File: src/byte_fifo_params.svh
// Constants of the dual port byte buffer
`ifndef BYTE_FIFO_PARAMS_SVH
`define BYTE_FIFO_PARAMS_SVH

`define FIFO_WIDTH              8
`define FIFO_DEPTH              64
`define STAGE_DEPTH             8
`define FLAG_MARGIN             7
`define SYNC_STAGES             3

`define FULL_N_RESET            1'b1
`define ALMOST_FULL_N_RESET     1'b1
`define EMPTY_N_RESET           1'b0
`define ALMOST_EMPTY_N_RESET    1'b0
`define RD_DATA_RESET           8'h00
`define OUT_DRIVE_RESET         1'b0

`define CLK_PERIOD_NS           50
`define RESET_TO_FLAG_DELAY_NS  10
`define RESET_TO_FLAG_CYCLES \
  (((`RESET_TO_FLAG_DELAY_NS) / (`CLK_PERIOD_NS)) > 0 ? \
   ((`RESET_TO_FLAG_DELAY_NS) / (`CLK_PERIOD_NS)) : 1)

`endif

File: src/byte_fifo_pkg.sv
// Shared types of the dual port byte buffer
`include "byte_fifo_params.svh"
package byte_fifo_pkg;
  typedef logic [`FIFO_WIDTH-1:0] byte_type;

  typedef struct packed {
    logic     clk;
    logic     en_n;
    byte_type data;
  } wr_port_type;

  typedef struct packed {
    logic clk;
    logic en_n;
    logic oe_n;
  } rd_port_type;
endpackage

File: src/fifo_link_if.sv
// Handshake link between the port logic and the storage
`timescale 1ns/10ps
interface fifo_link_if #(
  parameter int WIDTH = 8,
  parameter int DEPTH = 8
);
  logic                     flush;
  logic                     push_valid;
  logic                     push_ready;
  logic [WIDTH-1:0]         push_data;
  logic                     pop_valid;
  logic                     pop_ready;
  logic [WIDTH-1:0]         pop_data;
  logic [$clog2(DEPTH):0]   count;

  modport store (
    input  flush,
    input  push_valid,
    input  push_data,
    input  pop_ready,
    output push_ready,
    output pop_valid,
    output pop_data,
    output count
  );

  modport user (
    output flush,
    output push_valid,
    output push_data,
    output pop_ready,
    input  push_ready,
    input  pop_valid,
    input  pop_data,
    input  count
  );
endinterface : fifo_link_if

File: src/dual_clock_byte_fifo.sv
// Top of the byte buffer with separately clocked write and read ports
`timescale 1ns/10ps
`include "byte_fifo_params.svh"
// Overview of operation
// RL1 - Write and read data are eight bits
// RL2 - Reset returns both pointers to start
// RL3 - System resets the buffer before first write
// RL4 - Reset drives full flags high
// RL5 - Reset drives empty flags low
// RL6 - Reset clears output register to zero
// RL7 - Enabled write edge stores byte sequentially
// RL8 - Write disabled stores nothing
// RL9 - Full holds flag low, ignores writes
// RL10 - Read frees space, full flag releases
// RL11 - Full flags change on write edges only
// RL12 - Enabled read edge loads oldest byte
// RL13 - Read disabled keeps output register
// RL14 - Empty holds flag low, ignores reads
// RL15 - Write into empty releases empty flag
// RL16 - Empty flags change on read edges only
// RL17 - Works with unrelated or shared clocks
// RL18 - Output enable drives or floats bus
// RL19 - Empty when read and write pointers match
// RL20 - Full when count equals depth
// RL21 - Almost full at depth minus seven
// RL22 - Almost empty at seven or fewer
// RL23 - Port clocks cross through multi-stage synchronisers
// RL24 - Depth is power-of-two parameter, thresholds derived
module dual_clock_byte_fifo
  import byte_fifo_pkg::*;
#(
  parameter int DEPTH = `FIFO_DEPTH
)
(
  // Clock and reset
  input  wire  logic                   CLK_IN,
  input  wire  logic                   RST_IN,
  input  wire  logic                   RESET_N_IN,
  // Write port
  input  wire  logic                   WR_CLK_IN,
  input  wire  logic                   WR_EN_N_IN,
  input  wire  logic [`FIFO_WIDTH-1:0] WR_DATA_IN,
  // Read port
  input  wire  logic                   RD_CLK_IN,
  input  wire  logic                   RD_EN_N_IN,
  input  wire  logic                   OUT_EN_N_IN,
  output logic       [`FIFO_WIDTH-1:0] RD_DATA_OUT,
  output logic                         RD_DATA_OE_OUT,
  // Status flags
  output logic                         FULL_N_OUT,
  output logic                         ALMOST_FULL_N_OUT,
  output logic                         EMPTY_N_OUT,
  output logic                         ALMOST_EMPTY_N_OUT
);
  localparam int             CW      = $clog2(DEPTH) + 1;
  localparam int             LAST    = `SYNC_STAGES - 1;
  localparam int             MARGIN  = `FLAG_MARGIN;
  localparam int             RSF_CYC = `RESET_TO_FLAG_CYCLES;
  localparam logic [CW-1:0]  FULL_CNT = CW'(DEPTH);              // RL24
  localparam logic [CW-1:0]  AF_CNT   = CW'(DEPTH - MARGIN);     // RL24
  localparam logic [CW-1:0]  AE_CNT   = CW'(MARGIN);             // RL24

  typedef struct packed {
    wr_port_type [`SYNC_STAGES-1:0] wr_sync;
    rd_port_type [`SYNC_STAGES-1:0] rd_sync;
    logic        [`SYNC_STAGES-1:0] rst_sync;
    logic                           wr_clk_level;
    logic                           rd_clk_level;
    logic                           rst_level;
    logic                           full_n;
    logic                           almost_full_n;
    logic                           empty_n;
    logic                           almost_empty_n;
    byte_type                       rd_data;
    logic                           out_drive;
  } state_type;

  state_type    st;
  state_type    next_st;
  wr_port_type  wr_pin;
  rd_port_type  rd_pin;
  logic         wr_agree;
  logic         rd_agree;
  logic         wr_edge;
  logic         rd_edge;
  logic         reset_active;
  logic         push_fire;
  logic         pop_fire;
  logic [CW-1:0] next_count;

  fifo_link_if #(.WIDTH(`FIFO_WIDTH), .DEPTH(DEPTH)) lnk ();

  byte_store #(
    .WIDTH (`FIFO_WIDTH),
    .DEPTH (DEPTH)
  ) u_store (
    .clk_in (CLK_IN),
    .rst_in (RST_IN),
    .link   (lnk.store)
  );

  // Port pins travel with their clock through the same stages
  assign wr_pin       = {WR_CLK_IN, WR_EN_N_IN, WR_DATA_IN};                // RL1
  assign rd_pin       = {RD_CLK_IN, RD_EN_N_IN, OUT_EN_N_IN};
  assign wr_agree     = (st.wr_sync[LAST-1].clk == st.wr_sync[LAST].clk);   // RL23
  assign rd_agree     = (st.rd_sync[LAST-1].clk == st.rd_sync[LAST].clk);   // RL23
  assign wr_edge      = wr_agree && st.wr_sync[LAST].clk && !st.wr_clk_level; // RL17
  assign rd_edge      = rd_agree && st.rd_sync[LAST].clk && !st.rd_clk_level; // RL17
  assign reset_active = !st.rst_level;

  // Requests into the storage
  assign lnk.flush      = reset_active;                                      // RL2
  assign lnk.push_valid = wr_edge && !st.wr_sync[LAST].en_n                  // RL8
                          && st.full_n && !reset_active;                     // RL9
  assign lnk.push_data  = st.wr_sync[LAST].data;
  assign lnk.pop_ready  = rd_edge && !st.rd_sync[LAST].en_n                  // RL13
                          && st.empty_n && !reset_active;                    // RL14
  assign push_fire      = lnk.push_valid && lnk.push_ready;
  assign pop_fire       = lnk.pop_valid && lnk.pop_ready;
  assign next_count     = lnk.count + CW'(push_fire) - CW'(pop_fire);

  always_comb
  begin
    next_st          = st;
    next_st.wr_sync  = {st.wr_sync[LAST-1:0], wr_pin};
    next_st.rd_sync  = {st.rd_sync[LAST-1:0], rd_pin};
    next_st.rst_sync = {st.rst_sync[LAST-1:0], RESET_N_IN};
    if (wr_agree)
      next_st.wr_clk_level = st.wr_sync[LAST].clk;
    if (rd_agree)
      next_st.rd_clk_level = st.rd_sync[LAST].clk;
    if (st.rst_sync[LAST-1] == st.rst_sync[LAST])
      next_st.rst_level = st.rst_sync[LAST];
    if (st.rd_sync[LAST-1].oe_n == st.rd_sync[LAST].oe_n)
      next_st.out_drive = !st.rd_sync[LAST].oe_n;                            // RL18
    if (reset_active)
    begin
      next_st.full_n         = `FULL_N_RESET;                                // RL4
      next_st.almost_full_n  = `ALMOST_FULL_N_RESET;                         // RL4
      next_st.empty_n        = `EMPTY_N_RESET;                               // RL5
      next_st.almost_empty_n = `ALMOST_EMPTY_N_RESET;                        // RL5
      next_st.rd_data        = `RD_DATA_RESET;                               // RL6
    end
    else
    begin
      if (wr_edge)  // RL11
      begin
        next_st.full_n        = (next_count != FULL_CNT);                    // RL10 RL20
        next_st.almost_full_n = (next_count < AF_CNT);                       // RL21
      end
      if (rd_edge)  // RL16
      begin
        next_st.empty_n        = (next_count != '0);                         // RL15 RL19
        next_st.almost_empty_n = (next_count > AE_CNT);                      // RL22
      end
      if (pop_fire)
        next_st.rd_data = lnk.pop_data;                                      // RL12
    end
  end

  always_ff @(posedge CLK_IN or posedge RST_IN)
  begin
    if (RST_IN)
    begin
      st                <= '0;
      st.full_n         <= `FULL_N_RESET;
      st.almost_full_n  <= `ALMOST_FULL_N_RESET;
      st.empty_n        <= `EMPTY_N_RESET;
      st.almost_empty_n <= `ALMOST_EMPTY_N_RESET;
      st.rd_data        <= `RD_DATA_RESET;
      st.out_drive      <= `OUT_DRIVE_RESET;
    end
    else
      st <= next_st;
  end

  // Outputs straight from state
  assign RD_DATA_OUT        = st.rd_data;
  assign RD_DATA_OE_OUT     = st.out_drive;
  assign FULL_N_OUT         = st.full_n;
  assign ALMOST_FULL_N_OUT  = st.almost_full_n;
  assign EMPTY_N_OUT        = st.empty_n;
  assign ALMOST_EMPTY_N_OUT = st.almost_empty_n;
endmodule // dual_clock_byte_fifo

File: src/byte_store.sv
// Parameterised first-in first-out storage with valid and ready on both sides
`timescale 1ns/10ps
`include "byte_fifo_params.svh"
module byte_store
  import byte_fifo_pkg::*;
#(
  parameter int WIDTH = `FIFO_WIDTH,
  parameter int DEPTH = `STAGE_DEPTH
)
(
  // Clock and reset
  input  wire logic   clk_in,
  input  wire logic   rst_in,
  // Link to the port logic
  fifo_link_if.store  link
);
  localparam int           AW   = $clog2(DEPTH);
  localparam logic [AW:0]  FULL = (AW+1)'(DEPTH);

  typedef struct packed {
    logic [DEPTH-1:0][WIDTH-1:0] mem;
    logic [AW-1:0]               wr_ptr;
    logic [AW-1:0]               rd_ptr;
    logic [AW:0]                 count;
  } store_type;

  store_type st;
  store_type next_st;
  logic      push_fire;
  logic      pop_fire;

  assign link.push_ready = (st.count != FULL);
  assign link.pop_valid  = (st.count != '0);
  assign link.pop_data   = st.mem[st.rd_ptr];
  assign link.count      = st.count;
  assign push_fire       = link.push_valid && link.push_ready;
  assign pop_fire        = link.pop_valid && link.pop_ready;

  always_comb
  begin
    next_st = st;
    if (link.flush)
    begin
      next_st.wr_ptr = '0; // RL2
      next_st.rd_ptr = '0; // RL2
      next_st.count  = '0;
    end
    else
    begin
      if (push_fire)
      begin
        next_st.mem[st.wr_ptr] = link.push_data; // RL7
        next_st.wr_ptr         = st.wr_ptr + 1'b1;
      end
      if (pop_fire)
      begin
        next_st.rd_ptr = st.rd_ptr + 1'b1;
      end
      next_st.count = st.count + (AW+1)'(push_fire) - (AW+1)'(pop_fire);
    end
  end

  always_ff @(posedge clk_in or posedge rst_in)
  begin
    if (rst_in)
      st <= '0;
    else
      st <= next_st;
  end
endmodule // byte_store

File: config.mk
export PLATFORM = sky130hd
export DESIGN_NAME = dual_clock_byte_fifo
export DESIGN_NICKNAME = d
export VERILOG_FILES = /design/src/byte_fifo_pkg.sv /design/src/fifo_link_if.sv /design/src/dual_clock_byte_fifo.sv /design/src/byte_store.sv
export VERILOG_INCLUDE_DIRS = /design/src
export SDC_FILE = /design/constraint.sdc
export NUM_CORES = 1
export LEC_CHECK = 0
export ABC_CLOCK_PERIOD_IN_PS = 15600
export BUFFER_PORTS_ARGS = -buffer_cell sky130_fd_sc_hd__buf_2
export CAP_MARGIN = 10
export CORE_ASPECT_RATIO = 1.75
export CORE_MARGIN = 2
export CORE_UTILIZATION = 55
export CTS_CLUSTER_DIAMETER = 40
export CTS_CLUSTER_SIZE = 16
export DETAILED_ROUTE_END_ITERATION = 7
export PLACE_DENSITY = 0.78
export SYNTH_ARGS = -nofsm -noshare
export SYNTH_HDL_FRONTEND = slang
export SYNTH_HIERARCHICAL = 1
export SYNTH_SLANG_ARGS = --single-unit
File: constraint.sdc
create_clock -name CLK_IN -period 15.6 [get_ports CLK_IN]
set_input_delay 0.78 -clock CLK_IN [delete_from_list [all_inputs] [get_ports CLK_IN]]
set_output_delay 0.78 -clock CLK_IN [all_outputs]
set_load 0.1 [all_outputs]
### Word-level counts from Yosys, hierarchy flattened

Cells that the tools add are included.

| storage, ports and cells | value |
|---|---|
| register bits after elaboration | 589 |
| input bits | 16 |
| output and inout port bits | 13 |
| word-level logic and storage cells | 147 |

| operators by class | value |
|---|---|
| add/sub/neg operators | 4 |
| magnitude comparators | 5 |
| eq/ne operators | 10 |
| mux-type cells | 12 |
| reductions and logical operators | 21 |

Operators by type and width:

| kind | count |
|---|---|
| $bwmux W512 | 1 |
| $bmux W8 S6 | 1 |
| $demux W8 S6 | 1 |
| $mux W8 | 3 |
| $mux W19 | 1 |
| $lt A6 B7 Y1 const B | 2 |
| $ne A7 B7 Y1 const B | 2 |
| $reduce_bool A7 Y1 | 2 |
| $logic_and A1 B1 Y1 | 13 |
| $add A6 B1 Y6 const B | 2 |
| $mux W12 | 1 |
| $mux W6 | 2 |
| $ne A2 B1 Y1 const B | 4 |
| $add A7 B1 Y7 | 1 |
| $gt A7 B3 Y1 const B | 1 |
| $lt A7 B6 Y1 const B | 1 |
| $sub A7 B1 Y7 | 1 |
| $ge A6 B1 Y1 const B | 1 |
| $logic_not A1 Y1 | 5 |
| $eq A1 B1 Y1 | 4 |
| $mux W2 | 2 |
| $reduce_and A2 Y1 | 1 |

### Depth between registers and ports, before layout

Gate-level depths: netlist of the first run.

| logic depth | value |
|---|---|
| word-level depth | 12 |
| depth in mapped cells | 17 |
| gate-level depth less buffers | 16 |

### Modules after synthesis

Netlist of the first run, hierarchy kept.

By module, submodules not included:

| module | times used | cells each | area each (um^2) | sequential area each (um^2) |
|---|---|---|---|---|
| byte_store | 1 | 1727 | 25499.5 | 13287.7 |
| dual_clock_byte_fifo | 1 | 165 | 2158.3 | 1453.9 |

### Worst setup path after synthesis of the first run

Ideal clock, no wire load.

| timing path | value |
|---|---|
| path type | flip-flop to flip-flop |
| from | register st (netlist bit EMPTY_N_OUT) |
| to | register u_store.st (netlist bit u_store/link.count[6]) |
| library setup time | 125 ps |
| arrival | 3517 ps |
| data required time | 15475 ps |
| setup slack | 11958 ps |
| stages on the path, launching flop included | 13 |
| path buffers | 0 |
| period minus slack after synthesis | 3642 ps |
| cell sequence | dfrtp_1 -> nand3_1 -> nor2_2 -> a21boi_1 -> ha_1 -> inv_1 -> ha_1 -> fa_1 -> a21oi_1 -> o21bai_1 -> a21o_1 -> a21oi_1 -> mux2_2 |

RTL lines:

| what | line | text |
|---|---|---|
| from (decl) | dual_clock_byte_fifo.sv:78 | `state_type st;` |
| from (signal assigned) | dual_clock_byte_fifo.sv:174 | `st <= next_st;` |
| to (signal assigned) | byte_store.sv:68 | `st <= next_st;` |
| to (decl) | byte_store.sv:27 | `store_type st;` |

==> qor.txt, run 1 <==
fmax: 246 MHz
vias per std cell: 6.23
row count: 108
CP max FO: 24
GRT Overall Usage: 0.248
H-tree levels: 2
Async SR Flop Fraction: 1.00
die width: 174 microns
setup slack, reg-to-reg: 11.54 ns
non-filler cells, final: 2519
top routing layer used: met4
Crit Reg-Reg Startpoint: st[13]
YS warnings: 6
met3 routed WL: 2350 microns
end of the worst register-to-register path: u_store/st[149]
Crit Path Category: reg -> reg
Gate Count Post-Synth: 1892
largest net degree at the start of global routing: 199
critical path arrival: 4.52 ns
sequential power share: 0.539
height of the die: 301 microns
CP startpoint kind: register
Net Sw Power: 0.699 mW
final slew viol count: 0
# port buffers: 28
slew margin rel.: 0.227
routed via count: 15700
CTS Buf Count: 47
clk slew on worst S/H paths: 0.07 ns
EDFF count, synth: 0
switch share: 0.242
Net count, final: 1872
pwr dens: 98.4 nW/um^2
Initial Utilization: 0.558
Worst-Margin Slew: 1.15 ns
crit path time final: 4.06 ns
CP Launch Point: st[13]
Req. time, crit path: 16.06 ns
Synth Cell Area: 27700 sq um
Commonest cells post-synth: dfrtp_1, mux2_2, mux2i_1
ANT nets after route: 0
Final HPWL DP: 40800 microns
RePlAce Congestion: 0.860
initial antenna violation count: 0
# diodes: 0
setup_tns: 0 ns
Die ar.: 52200 sq um
Yosys reg bits: 589
Yosys cell types: 75
Clock Path Buffers: 3
fraction of layout cells with a size suffix above 1: 0.413
CTS tree: yes
leakage power: 13.8 nW
root buf cell: clkbuf_16
Seq/Total Area, Yosys: 0.533
Fin. Hold Viols: 0
reg2reg path depth: 5
CORE AREA: 49600 sq um
cell-internal power: 2.19 mW
CTS Hold Buffers Added: 0
DRC Markers: 0
Avg WL per Cell: 25.3 microns
run status: finished, final reports clean
Layout area overhead: 6.19%
postcts setup bufs: 0
Clk Latency, worst-skew pair: 0.58 ns
largest cells by area after synthesis: dfrtp_1, mux2_2, mux2i_1, mux4_2, mux2_4
top-count cell post-synth: dfrtp_1
final instance area: 29400 sq um
Filler Cells Inserted: 3725
maxcap violations: 0
clk sink count: 589
DRT iter0 DRCs: 909
grt ovf: 0
Period Utilization, post-route: 0.260
detailed-route wire length: 63700 microns
drt pass-1 iters: 5
Syn Nets: 1930
peak supply drop: 115 uV
Final Setup Violations: 0
I/O pins: 29
Main synth FF type: dfrtp_1
DP Cell Count: 2445
vias in the first global route: 17100
fin util: 0.592
clock skew: 0.0165 ns
post-synth top area cell: dfrtp_1
logic gate share of total power: 0.068
WL met2: 33500 microns
global-route wire length before repair: 100000 microns
RSZ-0062 raised after global routing: no
post-synth top area share: 0.531
M1 WL: 24300 microns
hold crit path type: in -> async
Clock power frac: 0.392
Avg Cell Area, Syn: 14.6 sq um
Crit. End Element: register
PostCTS Resize Cnt: 0
Placed Area: 28000 sq um
-- area by class of cell --
cell class | count | area, sq um | share of cell area
clock buffer | 58 | 1240 | 0.0421
sequential | 589 | 14800 | 0.502
timing repair buffer | 54 | 360 | 0.0123
tap | 660 | 826 | 0.0281
multi-input combinational | 1117 | 11900 | 0.407
inverter | 25 | 97.6 | 0.00332
clock inverter | 16 | 151 | 0.00515
-- through the flow --
| step | total power, mW | setup slack (ns) | hold slack [ns] |
|---|---|---|---|
| 3_5_place_dp | 1.79 | 11.23 | 0.336 |
| 6_report | 2.89 | 11.54 | 0.0706 |
| 5_1_grt | 2.99 | 11.34 | 0.0631 |
| 3_3_place_gp | 1.78 | 11.38 | 0.332 |
| 4_1_cts | 2.91 | 11.64 | 0.0553 |
| 2_1_floorplan | 1.73 | 7.60 | 0.331 |
-- cells in the final DEF (no fill, tap or decap), types with 5 or more instances in the layout --
cell type	n
a211oi_1	14
a21oi_1	17
a221o_1	12
a221oi_1	33
and2_1	6
buf_2	28
buf_4	24
clkbuf_1	9
clkbuf_16	47
clkinvlp_4	5
dfrtp_1	576
dfrtp_2	10
ha_1	20
inv_1	23
inv_6	5
mux2_1	8
mux2_2	428
mux2_4	80
mux2i_1	141
mux4_2	59
nand2_1	26
nand2_2	25
nand2_8	8
nand3_1	22
nand3b_1	5
nand4_1	5
nor2_1	25
nor2_2	6
nor2_4	10
nor2b_1	16
o21ai_0	31
o221ai_1	15
o22ai_1	16
xnor2_1	8
xor2_1	13
-- worst max-delay path: stages (launching register included) --
cell and delay, ns:
dfrtp_1 0.63, inv_1 0.50, nor2_1 0.45, nand4bb_1 0.97
nor2b_1 0.97, mux2_2 0.42
-- how the worst max path moves through the flow --
| stage | end | slack (ns) | cells past startpoint |
|---|---|---|---|
| after floorplan | u_store/link.count[0] | 7.60 | 1 |
| after global placement | u_store/st[7] | 11.38 | 5 |
| after detailed placement | u_store/st[7] | 11.23 | 5 |
| after CTS | u_store/st[149] | 11.64 | 5 |
| after global routing | u_store/link.count[6] | 11.34 | 14 |
| final | u_store/st[149] | 11.54 | 5 |
-- registers in the layout, indices dropped and copies added, names as in the netlist --
| register | flops |
|---|---|
| next_st | 28 |
| u_store/st | 524 |
| st | 9 |
| ALMOST_EMPTY_N_OUT | 1 |
| EMPTY_N_OUT | 1 |
| lnk.push_data | 8 |
| RD_DATA_OE_OUT | 1 |
| RD_DATA_OUT | 8 |
| u_store/link.count | 7 |
| ALMOST_FULL_N_OUT | 1 |
| FULL_N_OUT | 1 |
-- power by group through the flow --
stage               logic, mW  registers [mW]  clock network (mW)
finish                  0.197            1.56                1.13
global route            0.216            1.56                1.21
CTS                     0.199            1.56                1.16
detailed placement      0.198            1.59                   0
global placement        0.192            1.59                   0
floorplan               0.137            1.60                   0
-- metal layers --
metal | vias to the layer above | global-route usage
li1 | 6796 | -
met1 | 8357 | 0.297
met2 | 376 | 0.442
met3 | 175 | 0.0289
met4 | 0 | 0.126
met5 | - | 0
-- cell families after synthesis --
| family | Yosys count | share of synthesized area |
|---|---|---|
| adders and majority gates | 23 | 0.0109 |
| xor gates and xnor gates | 21 | 0.00665 |
| buffers and inverters | 186 | 0.0353 |
| muxes | 716 | 0.320 |
| AOI/OAI and AO/OA | 173 | 0.0468 |
| and+or+nand+nor | 184 | 0.0474 |
| DFF | 589 | 0.533 |
(Power assumes the default switching activity.)
==> inputs of run 2 (changes only) <==
Settings changed: ABC_CLOCK_PERIOD_IN_PS 15600 to 4200, PLACE_DENSITY 0.78 to 0.75.
Clock period 15.6 ns to 4.2 ns, I/O delays scaled along.
==> run 2 against run 1 <==
Against the previous run:
- setup slack got worse by 11 ns
- non-clock buffer count increased by 46
- sequential power increased to 3.7 times the previous value
- core utilization increased by 1.1 points
- die area unchanged
- flip-flop and latch count unchanged
- critical endpoint is now FULL_N_OUT
- largest cell class unchanged
==> qor.txt, run 2 (synthesis gave the netlist of run 1 again) <==
run status: finished, final reports clean (unchanged)
H-tree levels: 2 (unchanged)
clk slew on worst S/H paths: 0.07 ns (about the same)
global-route wire length before repair: 103000 microns (was 100000 microns)
Crit Reg-Reg Startpoint: u_store/link.count[5] (was st[13])
hold crit path type: in -> reg (was in -> async)
routed via count: 16000 (was 15700)
largest net degree at the start of global routing: 117 (was 199)
ANT nets after route: 0 (unchanged)
Avg WL per Cell: 25.3 microns (about the same)
critical path arrival: 4.05 ns (was 4.52 ns)
Final Setup Violations: 0 (unchanged)
Worst Setup EP: FULL_N_OUT (was u_store/st[149])
Worst-Margin Slew: 1.03 ns (was 1.15 ns)
initial antenna violation count: 0 (unchanged)
# port buffers: 28 (unchanged)
peak supply drop: 370 uV (was 115 uV)
setup_tns: 0 ns (unchanged)
Crit. End Element: register (unchanged)
Period Utilization, post-route: 0.853 (was 0.260)
Final WS setup: 0.618 ns (was 11.54 ns)
maxcap violations: 0 (unchanged)
pwr dens: 367 nW/um^2 (was 98.4 nW/um^2)
clk sink count: 589 (unchanged)
most common cell after layout, fill and taps aside: dfrtp_1 (unchanged)
CP startpoint kind: register (unchanged)
vias per std cell: 6.21 (was 6.23)
I/O pins: 29 (unchanged)
fraction of layout cells with a size suffix above 1: 0.421 (was 0.413)
fin util: 0.603 (was 0.592)
setup slack, reg-to-reg: 0.62 ns (was 11.54 ns)
RSZ-0062 raised after global routing: no (unchanged)
drt pass-1 iters: 5 (unchanged)
root buf cell: clkbuf_16 (unchanged)
CP max FO: 9 (was 24)
CP Launch Point: u_store/link.count[5] (was st[13])
DRT iter0 DRCs: 979 (was 909)
commonest non-fill, non-tap cells in the layout: dfrtp_1, mux2_2, mux2i_1 (unchanged)
largest reg by FF count: u_store/st (unchanged)
Layout area overhead: 8.11% (was 6.19%)
detailed-route wire length: 64900 microns (was 63700 microns)
row count: 108 (unchanged)
max reg flops: 524 (unchanged)
PostCTS Resize Cnt: 0 (unchanged)
final instance area: 29900 sq um (was 29400 sq um)
CTS Hold Buffers Added: 15 (was 0)
Clk Latency, worst-skew pair: 0.60 ns (was 0.58 ns)
GRT Overall Usage: 0.256 (was 0.248)
final slew viol count: 0 (unchanged)
CTS Buf Count: 48 (was 47)
# diodes: 0 (unchanged)
crit path time final: 3.58 ns (was 4.06 ns)
slew margin rel.: 0.314 (was 0.227)
Placed Area: 28300 sq um (was 28000 sq um)
grt ovf: 0 (unchanged)
DRC Markers: 0 (unchanged)
Filler Cells Inserted: 3769 (was 3725)
die width: 174 microns (unchanged)
CTS tree: yes (unchanged)
CORE AREA: 49600 sq um (unchanged)
Crit Path Category: reg -> reg (unchanged)
power consumption: 11.0 mW (was 2.89 mW)
reg2reg path depth: 16 (was 5)
Clock Path Buffers: 3 (unchanged)
fmax: 279 MHz (was 246 MHz)
end of the worst register-to-register path: FULL_N_OUT (was u_store/st[149])
pre-CTS setup slack: 0.616 ns (was 11.23 ns)
leakage power: 14.1 nW (was 13.8 nW)
clock skew: 0.0386 ns (was 0.0165 ns)
Final HPWL DP: 42700 microns (was 40800 microns)
Fin. Hold Viols: 0 (unchanged)
vias in the first global route: 17600 (was 17100)
Net count, final: 1919 (was 1872)
Die ar.: 52200 sq um (unchanged)
height of the die: 301 microns (unchanged)
Initial Utilization: 0.558 (unchanged)
postcts setup bufs: 0 (unchanged)
Req. time, crit path: 4.67 ns (was 16.06 ns)
RePlAce Congestion: 0.838 (was 0.860)
[run 2: worst min path at each step]
| stage | from | to | slack, ns | cells after the start |
|---|---|---|---|---|
| 2_1_floorplan | RESET_N_IN | next_st[17] | 0.24 | 0 |
| 3_3_place_gp | WR_DATA_IN[0] | next_st[38] | 0.32 | 1 |
| 3_5_place_dp | RD_CLK_IN | next_st[24] | 0.32 | 1 |
| 4_1_cts | WR_DATA_IN[1] | next_st[39] | 0.23 | 2 |
| 5_1_grt | WR_DATA_IN[0] | next_st[38] | 0.26 | 2 |
| 6_report | WR_DATA_IN[0] | next_st[38] | 0.25 | 2 |
[run 2: final cells by class]
| type | instances | area [sq um] | area share |
|---|---|---|---|
| multi-input cells | 1117 | 11900 | 0.399 |
| well taps | 660 | 826 | 0.0276 |
| clock inverters | 19 | 190 | 0.00636 |
| clock buffers | 60 | 1310 | 0.0437 |
| flip-flops and latches | 589 | 14800 | 0.494 |
| inverters | 25 | 97.6 | 0.00326 |
| repair buffers | 100 | 781 | 0.0261 |
[run 2: critical path, stage by stage (launching register included)]
cell      delay [ns]
dfrtp_1         0.43
inv_1           0.11
ha_1            0.15
and4bb_4        0.29
nand2_1         0.20
nand2_2         0.22
inv_1           0.06
ha_1            0.27
inv_1           0.04
ha_1            0.20
fa_1            0.44
a211oi_2        0.23
nor2_1          0.09
xor2_1          0.16
or2_1           0.26
nor4_1          0.23
o21ai_1         0.09
[run 2: metrics by stage]
step | std cells | hold WS [ns]
floorplan | 1892 | 0.241
global placement | 2476 | 0.319
detailed placement | 2476 | 0.320
CTS | 2570 | 0.234
global route | 2570 | 0.264
finish | 2570 | 0.247
[run 2: power by group]
| group | internal [mW] | switching, mW |
|---|---|---|
| Combinational | 0.247 | 0.476 |
| Sequential | 5.74 | 0.0733 |
| Clock | 2.35 | 2.09 |
| Total | 8.33 | 2.64 |
[run 2: per-layer routing]
metal | vias up | GRT usage | part of all wire
met3 | 157 | 0.0280 | 0.035
met1 | 8499 | 0.311 | 0.39
met4 | 0 | 0.130 | 0.052
met5 | - | 0 | 0
li1 | 6890 | - | -
met2 | 413 | 0.451 | 0.52
==> inputs of run 3 (changes only) <==
Settings changed: ABC_AREA set to 1.
==> run 3 against run 2 <==
Against the previous run:
- core utilization fell by 0.82 points
- synthesized cell count up 86%
- combinational power is 3.5% lower
- setup slack improved by 0.46 ns
- via count up 46%
- register-to-register slack better by 0.46 ns
- die area down 0.14%
- global-route usage is 4.1 points higher
- synthesized area shrank 0.14%
==> qor.txt, run 3 <==
run status: finished, final reports clean (unchanged)
drt pass-1 iters: 6 (was 5)
global-route wire length before repair: 122000 microns (was 103000 microns)
YS warnings: 6 (unchanged)
crit path time final: 3.12 ns (was 3.58 ns)
Final HPWL DP: 46600 microns (was 42700 microns)
total area of sequential cells: 14700 sq um (was 14800 sq um)
Async SR Flop Fraction: 1.00 (unchanged)
Final WS setup: 1.08 ns (was 0.618 ns)
largest reg by FF count: u_store/st (unchanged)
crit-path most repeated cell: inv_1
die width: 173 microns (was 174 microns)
GRT Overall Usage: 0.297 (was 0.256)
Syn Nets: 3561 (was 1930)
root buf cell: clkbuf_16 (unchanged)
# diodes: 0 (unchanged)
Synth Cell Area: 27600 sq um (was 27700 sq um)
height of the die: 300 microns (was 301 microns)
critical path's slowest cell: nor2_4 (was fa_1)
Fin. Hold Viols: 0 (unchanged)
largest cells by area after synthesis: dfrtp_1, nand2_1, o21ai_0, nand3_1, inv_1 (was dfrtp_1, mux2_2, mux2i_1, mux4_2, mux2_4)
CTS tree: yes (unchanged)
power consumption: 10.8 mW (was 11.0 mW)
post-synth top area share: 0.532 (was 0.531)
fmax: 321 MHz (was 279 MHz)
critical path's largest stage delay: 0.48 ns (was 0.44 ns)
non-filler cells, final: 4090 (was 2570)
CP startpoint kind: register (unchanged)
critical path arrival: 3.58 ns (was 4.05 ns)
Die ar.: 52100 sq um (was 52200 sq um)
number of buffers and inverters on the critical path: 3 (unchanged)
CORE AREA: 49600 sq um (unchanged)
clk sink count: 589 (unchanged)
maxcap violations: 0 (unchanged)
vias in the first global route: 21900 (was 17600)
Avg WL per Cell: 18.8 microns (was 25.3 microns)
commonest non-fill, non-tap cells in the layout: nand2_1, dfrtp_1, o21ai_0 (was dfrtp_1, mux2_2, mux2i_1)
CTS Buf Count: 46 (was 48)
Layout area overhead: 6.79% (was 8.11%)
ANT nets after route: 0 (unchanged)
final instance area: 29500 sq um (was 29900 sq um)
Final Setup Violations: 0 (unchanged)
# port buffers: 28 (unchanged)
Worst-Margin Slew: 1.16 ns (was 1.03 ns)
pwr dens: 367 nW/um^2 (about the same)
fraction of layout cells with a size suffix above 1: 0.0516 (was 0.421)
final slew viol count: 0 (unchanged)
Seq/Total Area, Yosys: 0.534 (was 0.533)
Clock Path Buffers: 3 (unchanged)
Main synth FF type: dfrtp_1 (unchanged)
RSZ-0062 raised after global routing: no (unchanged)
detailed-route wire length: 76800 microns (was 64900 microns)
Placed Area: 27900 sq um (was 28300 sq um)
CP Launch Point: next_st[57] (was u_store/link.count[5])
DRC Markers: 0 (unchanged)
Yosys reg bits: 589 (unchanged)
top-count cell post-synth: nand2_1 (was dfrtp_1)
leakage power: 13.4 nW (was 14.1 nW)
Crit Path Category: reg -> reg (unchanged)
Avg Cell Area, Syn: 7.84 sq um (was 14.6 sq um)
Crit Reg-Reg Startpoint: next_st[57] (was u_store/link.count[5])
CP Cell Sequence: ha_1 -> inv_1 -> nor2_1 -> inv_1 -> nor3_1 -> nand2_1 -> nor2_4 -> buf_12 -> nand3_1 -> o21ai_0 (was inv_1 -> ha_1 -> and4bb_4 -> nand2_1 -> nand2_2 -> inv_1 -> ha_1 -> inv_1 -> ha_1 -> fa_1 -> a211oi_2 -> nor2_1 -> xor2_1 -> or2_1 -> nor4_1 -> o21ai_1)
most common cell after layout, fill and taps aside: nand2_1 (was dfrtp_1)
H-tree levels: 2 (unchanged)
RePlAce Congestion: 0.900 (was 0.838)
final hold slack: 0.141 ns (was 0.247 ns)
DRT iter0 DRCs: 2722 (was 979)
DP Cell Count: 4006 (was 2476)
hold crit path type: in -> async (was in -> reg)
area of the multi-input gates: 10800 sq um (was 11900 sq um)
Period Utilization, post-route: 0.743 (was 0.853)
vias per std cell: 5.69 (was 6.21)
clk slew on worst S/H paths: 0.07 ns (about the same)
peak supply drop: 330 uV (was 370 uV)
Yosys cell types: 38 (was 75)
pre-CTS setup slack: 1.13 ns (was 0.616 ns)
post-synth top area cell: dfrtp_1 (unchanged)
Gate Count Post-Synth: 3523 (was 1892)
Clk Latency, worst-skew pair: 0.58 ns (was 0.60 ns)
postcts setup bufs: 0 (unchanged)
slew margin rel.: 0.224 (was 0.314)
cell family with most CP delay: simple AND/OR/NAND/NOR gates (unchanged)
EDFF count, synth: 0 (unchanged)
I/O pins: 29 (unchanged)
initial antenna violation count: 0 (unchanged)
Filler Cells Inserted: 4386 (was 3769)
Crit. End Element: register (unchanged)
Initial Utilization: 0.557 (was 0.558)
Commonest cells post-synth: nand2_1, dfrtp_1, o21ai_0 (was dfrtp_1, mux2_2, mux2i_1)
routed via count: 23300 (was 16000)
largest net degree at the start of global routing: 224 (was 117)
CP max FO: 41 (was 9)
max reg flops: 524 (unchanged)
Net count, final: 3447 (was 1919)
grt ovf: 0 (unchanged)
Req. time, crit path: 4.66 ns (was 4.67 ns)
clock skew: 0.0122 ns (was 0.0386 ns)
row count: 108 (unchanged)
run 3: changes by cell type after synthesis, sizes merged, moves of 33 or more:
cell,change
nand2,+1197
o21ai,+554
mux2,-515
nand3,+337
inv,+239
mux2i,-141
clkbuf,+63
mux4,-59
nor2,+56
a221oi,-33
run 3: per-stage QoR:
step / TNS (ns) / util
finish: 0 / 0.595
global route: 0 / 0.595
CTS: 0 / 0.595
detailed placement: 0 / 0.563
global placement: 0 / 0.563
floorplan: -1714.11 / -
run 3: final cells by class:
type / count / area share
Inverter: 273 / 0.0353
Tap cell: 660 / 0.0280
Clock inverter: 13 / 0.00547
Sequential cell: 589 / 0.500
Clock buffer: 56 / 0.0424
Timing Repair Buffer: 82 / 0.0236
Multi-Input combinational cell: 2417 / 0.365
run 3: cell families (layout without fill, tap and decap cells):
logic type	count (synthesis)	after routing	share of synthesized area
and+or+nand+nor	1738	1738	0.258
muxes	1	1	0.000408
DFF	589	589	0.534
adders and majority gates	23	23	0.0109
buffers and inverters	517	424	0.0764
xor gates and xnor gates	4	4	0.00127
AOI/OAI and AO/OA	651	651	0.120
run 3: repair_timing:
item	in CTS	in global routing
resized for setup	0	0
endpoints found under the hold margin	39	0
hold buffers	15	0
run 3: worst paths after layout:
path / endpoint / cells past startpoint / slack [ns]
worst min-delay path: next_st[52] / 3 / 0.14
worst min register to register: lnk.push_data[1] / 0 / 0.35
worst max-delay path: u_store/st[376] / 10 / 1.08
max in group asynchronous: u_store/st[478] / 5 / 2.64
min in group CLK_IN: next_st[42] / 2 / 0.28
worst max register to register: u_store/st[376] / 10 / 1.08
run 3: routing by layer:
| metal | share of wire | global-route usage |
|---|---|---|
| met1 | 0.38 | 0.366 |
| met2 | 0.49 | 0.500 |
| met3 | 0.061 | 0.0350 |
| met4 | 0.068 | 0.185 |
| met5 | 0 | 0 |
run 3: worst min-delay path: stages:
cell	delay [ns]
dlygate4sd3_1	0.53
buf_2	0.14
inv_2	0.22
run 3: power breakdown:
group | internal (mW) | switching [mW] | leakage (nW)
Combinational | 0.166 | 0.532 | 4.59
Sequential | 5.74 | 0.0716 | 8.11
Clock | 2.29 | 2.01 | 0.693
Total | 8.19 | 2.62 | 13.4
